File: src/ais_pkg.sv
// Package for the analog input scaler: widths, ranges, defaults, modes.
// Assumes signed 16-bit samples in 0.01 percent steps.
package ais_pkg;

  localparam int unsigned DATA_W     = 16;
  localparam int unsigned PROD_W     = 32;
  localparam logic signed [15:0] FULL_POS   = 16'sh2710;  // 10000
  localparam logic signed [15:0] FULL_NEG   = -16'sh2710; // -10000
  // Voltage defaults: 1000/1000, offset 0
  localparam logic signed [15:0] VOLT_NUM_RST = 16'sh03E8;
  localparam logic signed [15:0] VOLT_DEN_RST = 16'sh03E8;
  localparam logic signed [15:0] VOLT_OFS_RST = 16'sh0000;
  // Current defaults: 1250/1000, offset 2000 (20 percent)
  localparam logic signed [15:0] CURR_NUM_RST = 16'sh04E2;
  localparam logic signed [15:0] CURR_DEN_RST = 16'sh03E8;
  localparam logic signed [15:0] CURR_OFS_RST = 16'sh07D0;
  localparam int unsigned DIV_CYCLES = 34;

  typedef enum logic [1:0] {
    AIS_IDLE = 2'b00,
    AIS_MUL  = 2'b01,
    AIS_DIV  = 2'b10,
    AIS_DONE = 2'b11
  } ais_state_t;

  typedef enum logic {
    AIS_SIMPLE_SCALING = 1'b0,
    AIS_LINEAR_EQUATION_SCALING = 1'b1
  } ais_mode_t;

endpackage

File: src/ais_divider.sv
// Sequential signed divider, restoring, one quotient bit per cycle.
// Assumes a nonzero divisor; the caller screens zero.
module ais_divider (
  input  wire logic        clk_in,
  input  wire logic        rst_n_in,
  input  wire logic        start_in,
  input  wire logic [31:0] dividend_in,
  input  wire logic [15:0] divisor_in,
  output logic             done_out,
  output logic [31:0]      quotient_out
);

  logic [31:0] quo_reg, quo_next;
  logic [31:0] rem_reg, rem_next;
  logic [31:0] den_reg, den_next;
  logic [5:0]  cnt_reg, cnt_next;
  logic        neg_reg, neg_next;
  logic        busy_reg, busy_next;
  logic        done_reg, done_next;
  logic [32:0] trial;

  always_comb begin
    quo_next  = quo_reg;
    rem_next  = rem_reg;
    den_next  = den_reg;
    cnt_next  = cnt_reg;
    neg_next  = neg_reg;
    busy_next = busy_reg;
    done_next = 1'b0;
    trial     = {rem_reg, quo_reg[31]} - {1'b0, den_reg};
    if (start_in && !busy_reg) begin
      // Work on magnitudes, fix the sign at the end
      quo_next  = dividend_in[31] ? 32'(-dividend_in) : dividend_in;
      den_next  = divisor_in[15] ? 32'(-{{16{divisor_in[15]}}, divisor_in})
                                 : {16'h0000, divisor_in};
      neg_next  = dividend_in[31] ^ divisor_in[15];
      rem_next  = 32'h0000_0000;
      cnt_next  = 6'h20;
      busy_next = 1'b1;
    end else if (busy_reg) begin
      if (cnt_reg == 6'h00) begin
        busy_next = 1'b0;
        done_next = 1'b1;
        if (neg_reg) begin
          quo_next = 32'(-quo_reg);
        end
      end else begin
        if (!trial[32]) begin
          rem_next = trial[31:0];
          quo_next = {quo_reg[30:0], 1'b1};
        end else begin
          rem_next = {rem_reg[30:0], quo_reg[31]};
          quo_next = {quo_reg[30:0], 1'b0};
        end
        cnt_next = cnt_reg - 6'h01;
      end
    end
  end

  always_ff @(posedge clk_in or negedge rst_n_in) begin
    if (!rst_n_in) begin
      quo_reg  <= 32'h0000_0000;
      rem_reg  <= 32'h0000_0000;
      den_reg  <= 32'h0000_0000;
      cnt_reg  <= 6'h00;
      neg_reg  <= 1'b0;
      busy_reg <= 1'b0;
      done_reg <= 1'b0;
    end else begin
      quo_reg  <= quo_next;
      rem_reg  <= rem_next;
      den_reg  <= den_next;
      cnt_reg  <= cnt_next;
      neg_reg  <= neg_next;
      busy_reg <= busy_next;
      done_reg <= done_next;
    end
  end

  assign done_out     = done_reg;
  assign quotient_out = quo_reg;

endmodule

File: src/ais_scaler.sv
// Analog input scaler: turns a raw input sample into a scaled percentage.
// Assumes samples arrive from logic on mclk_in with a one-cycle strobe.
// Summary of operation
// - Two modes: simple scaling after reset, free linear equation scaling.
// - Equation mode result is numerator/denominator times (sample minus offset).
// - Numerator and denominator are signed, -10000 to 10000; ratio is gain.
// - Offset is signed, -10000 to 10000 in 0.01 percent, subtracted first.
// - Per-input voltage or current choice; current switches the shunt in.
// - Current defaults: 1250/1000 gain, offset 2000 for 4 to 20 mA.
// - Mode changes only from terminal path; reload defaults after switching back.
module ais_scaler (
  input  wire logic        mclk_in,
  input  wire logic        rst_n_in,
  input  wire logic        sample_valid_in,
  input  wire logic [15:0] sample_in,
  input  wire logic        terminal_mode_wr_in,
  input  wire logic        terminal_mode_in,
  input  wire logic        param_wr_in,
  input  wire logic [15:0] param_num_in,
  input  wire logic [15:0] param_den_in,
  input  wire logic [15:0] param_ofs_in,
  input  wire logic        param_current_in,
  input  wire logic        load_defaults_in,
  output logic             mode_out,
  output logic             shunt_en_out,
  output logic             busy_out,
  output logic             result_valid_out,
  output logic [15:0]      result_out,
  output logic             div_zero_out
);

  logic        rst_sync1_reg, rst_sync2_reg;
  logic        rst_n;
  ais_pkg::ais_state_t state_reg, state_next;
  ais_pkg::ais_mode_t  mode_reg, mode_next;
  logic signed [15:0] num_reg, num_next;
  logic signed [15:0] den_reg, den_next;
  logic signed [15:0] ofs_reg, ofs_next;
  logic        cur_reg, cur_next;
  logic signed [31:0] prod_reg, prod_next;
  logic signed [16:0] diff_reg, diff_next;
  logic signed [15:0] res_reg, res_next;
  logic        vld_reg, vld_next;
  logic        dz_reg, dz_next;
  logic        div_start;
  logic        div_done;
  logic [31:0] div_quo;
  logic signed [31:0] quo_s;

  // Async assert, synchronous release
  always_ff @(posedge mclk_in or negedge rst_n_in) begin
    if (!rst_n_in) begin
      rst_sync1_reg <= 1'b0;
      rst_sync2_reg <= 1'b0;
    end else begin
      rst_sync1_reg <= 1'b1;
      rst_sync2_reg <= rst_sync1_reg;
    end
  end
  assign rst_n = rst_sync2_reg;

  function automatic logic signed [15:0] clip(input logic signed [15:0] v);
    if (v > ais_pkg::FULL_POS) begin
      clip = ais_pkg::FULL_POS;
    end else if (v < ais_pkg::FULL_NEG) begin
      clip = ais_pkg::FULL_NEG;
    end else begin
      clip = v;
    end
  endfunction

  // Parameter and mode state
  always_comb begin
    mode_next = mode_reg;
    num_next  = num_reg;
    den_next  = den_reg;
    ofs_next  = ofs_reg;
    cur_next  = cur_reg;
    if (terminal_mode_wr_in) begin
      mode_next = ais_pkg::ais_mode_t'(terminal_mode_in);
    end
    if (load_defaults_in) begin
      // Defaults follow the current input choice
      if (cur_reg) begin
        num_next = ais_pkg::CURR_NUM_RST;
        den_next = ais_pkg::CURR_DEN_RST;
        ofs_next = ais_pkg::CURR_OFS_RST;
      end else begin
        num_next = ais_pkg::VOLT_NUM_RST;
        den_next = ais_pkg::VOLT_DEN_RST;
        ofs_next = ais_pkg::VOLT_OFS_RST;
      end
    end else if (param_wr_in && state_reg == ais_pkg::AIS_IDLE) begin
      num_next = clip(param_num_in);
      den_next = clip(param_den_in);
      ofs_next = clip(param_ofs_in);
      cur_next = param_current_in;
    end
  end

  always_ff @(posedge mclk_in or negedge rst_n) begin
    if (!rst_n) begin
      mode_reg <= ais_pkg::AIS_SIMPLE_SCALING;
      num_reg  <= ais_pkg::VOLT_NUM_RST;
      den_reg  <= ais_pkg::VOLT_DEN_RST;
      ofs_reg  <= ais_pkg::VOLT_OFS_RST;
      cur_reg  <= 1'b0;
    end else begin
      mode_reg <= mode_next;
      num_reg  <= num_next;
      den_reg  <= den_next;
      ofs_reg  <= ofs_next;
      cur_reg  <= cur_next;
    end
  end

  assign quo_s = $signed(div_quo);

  // Datapath sequencer
  always_comb begin
    state_next = state_reg;
    prod_next  = prod_reg;
    diff_next  = diff_reg;
    res_next   = res_reg;
    vld_next   = 1'b0;
    dz_next    = dz_reg;
    div_start  = 1'b0;
    case (state_reg)
      ais_pkg::AIS_IDLE: begin
        if (sample_valid_in) begin
          if (mode_reg == ais_pkg::AIS_SIMPLE_SCALING) begin
            // Simple mode passes the clipped sample through
            res_next = clip(sample_in);
            vld_next = 1'b1;
          end else begin
            // 17 bits hold any difference of two 16-bit values
            diff_next  = 17'(signed'(sample_in)) - 17'(ofs_reg);
            state_next = ais_pkg::AIS_MUL;
          end
        end
      end
      ais_pkg::AIS_MUL: begin
        prod_next = 32'(diff_reg * num_reg);
        if (den_reg == 16'sh0000) begin
          dz_next    = 1'b1;
          vld_next   = 1'b1;
          state_next = ais_pkg::AIS_IDLE;
        end else begin
          state_next = ais_pkg::AIS_DIV;
        end
      end
      ais_pkg::AIS_DIV: begin
        // Start drops with done, else the divider reloads its quotient
        div_start = !div_done;
        if (div_done) begin
          state_next = ais_pkg::AIS_DONE;
        end
      end
      ais_pkg::AIS_DONE: begin
        // Saturate the wide quotient to full scale
        if (quo_s > 32'(ais_pkg::FULL_POS)) begin
          res_next = ais_pkg::FULL_POS;
        end else if (quo_s < 32'(ais_pkg::FULL_NEG)) begin
          res_next = ais_pkg::FULL_NEG;
        end else begin
          res_next = quo_s[15:0];
        end
        // Zero flag only moves with the result strobe
        dz_next    = 1'b0;
        vld_next   = 1'b1;
        state_next = ais_pkg::AIS_IDLE;
      end
      default: begin
        state_next = ais_pkg::AIS_IDLE;
      end
    endcase
  end

  always_ff @(posedge mclk_in or negedge rst_n) begin
    if (!rst_n) begin
      state_reg <= ais_pkg::AIS_IDLE;
      prod_reg  <= 32'sh0000_0000;
      diff_reg  <= 17'sh0_0000;
      res_reg   <= 16'sh0000;
      vld_reg   <= 1'b0;
      dz_reg    <= 1'b0;
    end else begin
      state_reg <= state_next;
      prod_reg  <= prod_next;
      diff_reg  <= diff_next;
      res_reg   <= res_next;
      vld_reg   <= vld_next;
      dz_reg    <= dz_next;
    end
  end

  // Division is slow but small; one sample in flight at a time
  ais_divider u_div (
    .clk_in       (mclk_in),
    .rst_n_in     (rst_n),
    .start_in     (div_start),
    .dividend_in  (prod_reg),
    .divisor_in   (den_reg),
    .done_out     (div_done),
    .quotient_out (div_quo)
  );

  assign mode_out         = mode_reg;
  assign shunt_en_out     = cur_reg;
  assign busy_out         = (state_reg != ais_pkg::AIS_IDLE);
  assign result_valid_out = vld_reg;
  assign result_out       = res_reg;
  assign div_zero_out     = dz_reg;

endmodule

File: config.mk
export PLATFORM = sky130hd
export DESIGN_NAME = ais_scaler
export DESIGN_NICKNAME = d
export VERILOG_FILES = /design/src/ais_pkg.sv /design/src/ais_divider.sv /design/src/ais_scaler.sv
export SDC_FILE = /design/constraint.sdc
export NUM_CORES = 1
export LEC_CHECK = 0
export ABC_AREA = 1
export BUFFER_PORTS_ARGS = -buffer_cell sky130_fd_sc_hd__buf_2
export CAP_MARGIN = 0
export CORE_MARGIN = 4
export CORE_UTILIZATION = 57
export DETAILED_ROUTE_END_ITERATION = 7
export PLACE_DENSITY = 0.81
export SLEW_MARGIN = 0
export SYNTH_ARGS = -nofsm -noshare
export SYNTH_HDL_FRONTEND = slang
export SYNTH_HIERARCHICAL = 1
export SYNTH_SLANG_ARGS = --single-unit
File: constraint.sdc
create_clock -name mclk_in -period 6.2 [get_ports mclk_in]
set_input_delay 1.24 -clock mclk_in [delete_from_list [all_inputs] [get_ports mclk_in]]
set_output_delay 1.24 -clock mclk_in [all_outputs]
set_load 0.01 [all_outputs]
* Word level (Yosys, flattened, before mapping) *
Cells that the tools add are included.

storage, ports and cells
  word-level logic and storage cells = 121
  flip-flop bits (word level) = 226
  input bits = 72
  output and inout bits = 21

operators by class
  multiply operators = 1
  reductions and logical operators = 19
  muxes and demuxes = 53
  equal/unequal tests = 10
  order comparisons = 10
  bitwise gates (word level) = 2
  add/subtract/negate cells = 6

operators with widths
  cell                    count
  $mux W32                10
  $mux W16                18
  $neg A32 Y32            3
  $gt A16 B15 Y1 const B  4
  $lt A16 B15 Y1 const B  4
  $sub A33 B32 Y33        1
  $gt A32 B15 Y1 const B  1
  $lt A32 B15 Y1 const B  1
  $mul A17 B16 Y32        1
  $pmux W16 S2            1
  $mux W11                2
  $mux W6                 3
  $sub A16 B16 Y17        1
  $logic_not A16 Y1       1
  $mux W1                 12
  $reduce_bool A2 Y1      5
  $reduce_and A3 Y1       3
  $mux W2                 4
  $ne A2 B2 Y1 const B    4
  $pmux W2 S4             1
  $reduce_and A2 Y1       4
  $logic_not A6 Y1        1
  $sub A6 B1 Y6 const B   1
  $eq A2 B2 Y1 const B    2
  other kinds (10)        13

* Depth between registers and ports, before layout *
  depth in word-level cells = 6
  mapped depth = 29
  depth with buffers taken out = 27

* Modules after synthesis *
The synthesis kept the hierarchy.

by module, submodules not included
  module       area an instance (µm²)  instances  cells each  sequential area each (µm²)
  ais_scaler   17903.4                 1          2400        3042.9
  ais_divider  9344.0                  1          1554        2627.5

* Worst setup path before layout *
OpenSTA, ideal clock, no wires.

  path type = flip-flop to flip-flop
  from = register num_reg[7]
  to = register prod_reg[30]
  path slack = 0.349 ns
  stages on the path, launching flop included = 23
  setup time = 0.118 ns
  buffers on the path = 2
  period minus slack after synthesis = 5.851 ns
  data required time = 6.082 ns
  data arrival time = 5.733 ns
  cells stage by stage = dfstp_2 > clkbuf_1 > clkbuf_1 > nand2_1 > fa_1 > inv_1 > fa_1 > fa_1 > fa_1 > inv_1 > fa_1 > fa_1 > inv_1 > ha_1 > inv_1 > nor3_1 > nand2_1 > nor4_1 > nand2_1 > nand2_1 > nand2_1 > nand3_1 > nand2_1

on the way
  longest elaborated chain between the ends = 1

ends and longest elaborated chain
  item                      line               text
  start: declaration        ais_scaler.sv:36   logic signed [15:0] num_reg, num_next;
  start signal: assignment  ais_scaler.sv:104  num_reg <= ais_pkg::VOLT_NUM_RST;
  start signal: assignment  ais_scaler.sv:110  num_reg <= num_next;
  $mul A17 B16 Y32          ais_scaler.sv:143  prod_next = 32'(diff_reg * num_reg);
  end signal: assignment    ais_scaler.sv:189  prod_reg <= prod_next;
  end: declaration          ais_scaler.sv:40   logic signed [31:0] prod_reg, prod_next;

No other way between the ends.
A chain may end at the register's enable or synchronous reset.

* Worst setup path in the final report *
  from = register num_reg[3]
  to = register prod_reg[22]

The elaborated chain is that of the path after synthesis.

==> impl_results.html <==
<table>
<tr><th>Metric</th><th>Value</th></tr>
<tr><th colspan="2">Outcome</th></tr>
<tr><td>Outcome</td><td>complete, no violations</td></tr>
<tr><th colspan="2">Layout</th></tr>
<tr><td>Count of nets after finishing</td><td>4485</td></tr>
<tr><td>Share of final-layout standard cells stronger than drive strength 1</td><td>7.83%</td></tr>
<tr><td>Final design area excluding fillers</td><td>29300 µm²</td></tr>
<tr><td>Area growth syn-to-layout</td><td>7.60%</td></tr>
<tr><th colspan="2">Timing</th></tr>
<tr><td>Clk_skew</td><td>0.0289 ns</td></tr>
<tr><td>Min Tclk post-route</td><td>5.96 ns</td></tr>
<tr><td>Final setup violating endpoints</td><td>0</td></tr>
<tr><td>Final critical-path share of the clock period</td><td>96.2%</td></tr>
<tr><td>Number of pins with negative max-slew slack in the final report</td><td>0</td></tr>
<tr><td>Worst Max-Slew Pin Slew</td><td>1.04 ns</td></tr>
<tr><td>Number of endpoints with negative hold slack in the final report</td><td>0</td></tr>
<tr><td>Hold slack final</td><td>0.350 ns</td></tr>
<tr><td>Worst slew slack as a fraction of its limit</td><td>30.2%</td></tr>
<tr><td>Setup TNS</td><td>0 ns</td></tr>
<tr><td>Worst Slack Setup Final</td><td>0.237 ns</td></tr>
<tr><td>Highest achievable clock rate</td><td>168 MHz</td></tr>
<tr><th colspan="2">Routing</th></tr>
<tr><td>Total routed wire length on the met1 layer</td><td>31100 µm</td></tr>
<tr><td>DR WL met2</td><td>35600 µm</td></tr>
<tr><td>DR vias</td><td>25.2k</td></tr>
<tr><td>Amount of wire on met3 after detailed routing</td><td>5620 µm</td></tr>
<tr><td>Remaining design rule violation count</td><td>0</td></tr>
<tr><td>Post-detailed-route count of antenna-violating nets</td><td>0</td></tr>
<tr><td>Average wire length per cell after detail routing</td><td>16.2 µm</td></tr>
<tr><td>Top routing layer in use</td><td>met4</td></tr>
<tr><td>Iteration count of the initial detailed-routing pass</td><td>8</td></tr>
<tr><td>Post-detailed-route via-to-cell ratio</td><td>5.44</td></tr>
<tr><td>DRT Wirelength</td><td>75100 µm</td></tr>
<tr><td>DR iter-0 viols</td><td>1993</td></tr>
<tr><th colspan="2">GRT</th></tr>
<tr><td>Overflow after GRT</td><td>0</td></tr>
<tr><td>Number of global-route vias before repair</td><td>24.8k</td></tr>
<tr><td>Combined global-route utilization of all metal layers</td><td>29.3%</td></tr>
<tr><td>Initial antenna violation count</td><td>0</td></tr>
<tr><td>Wire length of the first global-routing pass</td><td>123000 µm</td></tr>
<tr><td>Pin count of the biggest net entering global routing</td><td>111</td></tr>
<tr><th colspan="2">Clocking</th></tr>
<tr><td>Clock root cell</td><td>sky130_fd_sc_hd__clkbuf_16</td></tr>
<tr><td>Number of buffers on the longest clock path</td><td>3</td></tr>
<tr><td>Clk Latency, worst-skew pair</td><td>0.56 ns</td></tr>
<tr><td>Clock-pin transition on the worst setup and hold timing paths</td><td>0.07 ns</td></tr>
<tr><td>TritonCTS sink count</td><td>226</td></tr>
<tr><td>H-tree depth reported by CTS</td><td>1</td></tr>
<tr><td>Clock tree from TritonCTS</td><td>yes</td></tr>
<tr><td>CTS buffer count</td><td>26</td></tr>
<tr><th colspan="2">Synthesis</th></tr>
<tr><td>Number of instances in the synthesized netlist</td><td>3954</td></tr>
<tr><td>Number of enable-type register cells in the synthesized netlist</td><td>0</td></tr>
<tr><td>Share of synthesized flip-flops with an asynchronous set or reset</td><td>100%</td></tr>
<tr><td>Part of the Yosys area used for sequential elements</td><td>20.8%</td></tr>
<tr><td>Yosys warns</td><td>6</td></tr>
<tr><td>Cell area after technology mapping</td><td>27200 µm²</td></tr>
<tr><td>Unique masters post-synth</td><td>62</td></tr>
<tr><td>Dominant synthesized flop cell</td><td>sky130_fd_sc_hd__dfrtp_1</td></tr>
<tr><td>Avg Synthesized Cell Area</td><td>6.89 µm²</td></tr>
<tr><td>Share of the synthesized area in the top cell type</td><td>20.0%</td></tr>
<tr><td>Synth area leaders</td><td>sky130_fd_sc_hd__fa_1, sky130_fd_sc_hd__dfrtp_1, sky130_fd_sc_hd__nand2_1, sky130_fd_sc_hd__inv_1, sky130_fd_sc_hd__ha_1</td></tr>
<tr><td>Net count of the mapped netlist</td><td>4436</td></tr>
<tr><td>Cell accounting for the most synthesized area</td><td>sky130_fd_sc_hd__fa_1</td></tr>
<tr><td>Number of synthesized register bits</td><td>226</td></tr>
<tr><th colspan="2">Floorplan</th></tr>
<tr><td>Io pins</td><td>93</td></tr>
<tr><td>Placeable core region</td><td>46900 µm²</td></tr>
<tr><td>Overall die height</td><td>227 µm</td></tr>
<tr><td>Die Footprint</td><td>51400 µm²</td></tr>
<tr><td>Std cell rows</td><td>79</td></tr>
<tr><td>Effective utilization at floorplan</td><td>58.2%</td></tr>
<tr><td>DIE WIDTH</td><td>227 µm</td></tr>
<tr><th colspan="2">Place</th></tr>
<tr><td>Number of buffers added on ports</td><td>92</td></tr>
<tr><td>Setup slack after placement</td><td>0.198 ns</td></tr>
<tr><td>Post-detail-place hpwl</td><td>58900 µm</td></tr>
<tr><td>Routability-driven placement congestion ratio</td><td>1.01</td></tr>
<tr><td>Standard cell area after detailed placement</td><td>28300 µm²</td></tr>
<tr><th colspan="2">Worst setup path</th></tr>
<tr><td>Crit path kind</td><td>flip-flop to flip-flop</td></tr>
<tr><td>CP Launch Type</td><td>flip-flop</td></tr>
<tr><td>Type of destination of the critical path</td><td>flip-flop</td></tr>
<tr><td>Arr. time, crit path</td><td>6.39 ns</td></tr>
<tr><td>Data required time of the worst path</td><td>6.63 ns</td></tr>
<tr><td>Largest fanout on the critical path</td><td>9</td></tr>
<tr><th colspan="2">Min path</th></tr>
<tr><td>Min-delay worst type</td><td>flip-flop to flip-flop</td></tr>
<tr><th colspan="2">Job</th></tr>
<tr><td>Maxcap violations</td><td>0</td></tr>
</table>
## metal layers
layer | GRT usage (%) | up-vias
li1 | - | 12100
met2 | 50.1 | 976
met4 | 9.05 | 0
met1 | 38.5 | 11900
met5 | 0 | -
met3 | 4.62 | 201
## final timing paths
check / slack [ns] / to / cells past startpoint / start
worst max-delay path: 0.24 / prod_reg[22] / 24 / num_reg[3]
worst min register to register: 0.35 / rst_n / 0 / rst_sync1_reg
worst max register to register: 0.24 / prod_reg[22] / 24 / num_reg[3]
worst min-delay path: 0.35 / rst_n / 0 / rst_sync1_reg
min in group asynchronous: 0.38 / u_div/rem_reg[30] / 0 / rst_n
max in group asynchronous: 4.58 / ofs_reg[5] / 1 / rst_n
## critical path, cell delays in order, from the launching register on
cell and delay, ns:
sky130_fd_sc_hd__dfstp_2 0.63, sky130_fd_sc_hd__buf_4 0.23, sky130_fd_sc_hd__buf_4 0.16, sky130_fd_sc_hd__nand2_1 0.08, sky130_fd_sc_hd__fa_1 0.61, sky130_fd_sc_hd__fa_1 0.45, sky130_fd_sc_hd__fa_1 0.52, sky130_fd_sc_hd__inv_1 0.05
sky130_fd_sc_hd__fa_1 0.46, sky130_fd_sc_hd__fa_1 0.54, sky130_fd_sc_hd__inv_1 0.05, sky130_fd_sc_hd__fa_1 0.60, sky130_fd_sc_hd__inv_1 0.06, sky130_fd_sc_hd__ha_2 0.39, sky130_fd_sc_hd__nand2_1 0.11, sky130_fd_sc_hd__nor2_1 0.09
sky130_fd_sc_hd__inv_1 0.09, sky130_fd_sc_hd__nor3_2 0.14, sky130_fd_sc_hd__nand2_1 0.07, sky130_fd_sc_hd__nand2_1 0.13, sky130_fd_sc_hd__nand2_1 0.09, sky130_fd_sc_hd__nand2_1 0.07, sky130_fd_sc_hd__nand2_1 0.06, sky130_fd_sc_hd__nand3_1 0.07
sky130_fd_sc_hd__nand2_1 0.05
## stage by stage
stage / instances / util [%]
floorplan: 3954 / -
CTS: 4624 / 62.3
finish: 4631 / 62.6
detailed placement: 4576 / 60.4
global route: 4630 / 62.6
global placement: 4576 / 60.4
## synthesized netlist by cell type (all sizes together), types with 28 or more instances
| cell type | instances |
|---|---|
| nand2 | 1173 |
| ha | 138 |
| nor3 | 41 |
| dfrtp | 214 |
| fa | 272 |
| nand3 | 217 |
| inv | 887 |
| xnor2 | 37 |
| clkbuf | 81 |
| buf | 47 |
| a21oi | 167 |
| xor2 | 28 |
| nor2 | 308 |
| nand4 | 52 |
| o21ai | 149 |
## kinds of logic after synthesis
group / share of synthesized area (%)
AND/OR/NAND/NOR: 28.3
buffers and inverters: 14.5
adder cells (fa/ha/maj): 26.3
AO/OA/AOI/OAI: 8.00
flip-flops: 20.8
XOR/XNOR: 2.09
other: 0.0138
## final cells by class
type	instances	area, µm²
timing repair buffer	149	936
clock buffer	29	693
clock inverter	19	206
fill	4315	17500
tap	607	759
inverter	889	3340
antenna	1	2.50
sequential	226	5690
multi-input combinational	2711	17700
## timing repair
item,CTS,global route
setup endpoints to repair,0,14
resized for setup,0,28
buffers inserted,0,6
hold buffers,0,0
## layout by cell type, fill, tap and decap left out, types with 11 or more instances in the layout
master,instances
sky130_fd_sc_hd__a21oi_1,164
sky130_fd_sc_hd__buf_2,92
sky130_fd_sc_hd__buf_4,51
sky130_fd_sc_hd__clkbuf_16,27
sky130_fd_sc_hd__dfrtp_1,202
sky130_fd_sc_hd__dfrtp_2,11
sky130_fd_sc_hd__dfstp_2,12
sky130_fd_sc_hd__fa_1,270
sky130_fd_sc_hd__ha_1,135
sky130_fd_sc_hd__inv_1,871
sky130_fd_sc_hd__inv_2,14
sky130_fd_sc_hd__nand2_1,1153
sky130_fd_sc_hd__nand2_2,17
sky130_fd_sc_hd__nand3_1,212
sky130_fd_sc_hd__nand4_1,52
sky130_fd_sc_hd__nor2_1,287
sky130_fd_sc_hd__nor2_2,14
sky130_fd_sc_hd__nor3_1,32
sky130_fd_sc_hd__nor4_1,16
sky130_fd_sc_hd__o21ai_0,129
sky130_fd_sc_hd__o21ai_1,20
sky130_fd_sc_hd__or2_2,12
sky130_fd_sc_hd__xnor2_1,37
sky130_fd_sc_hd__xor2_1,28
Power is left out: the tool's default activity adds up to more than one toggle a clock period on the data nets, which glitch-free logic cannot reach.
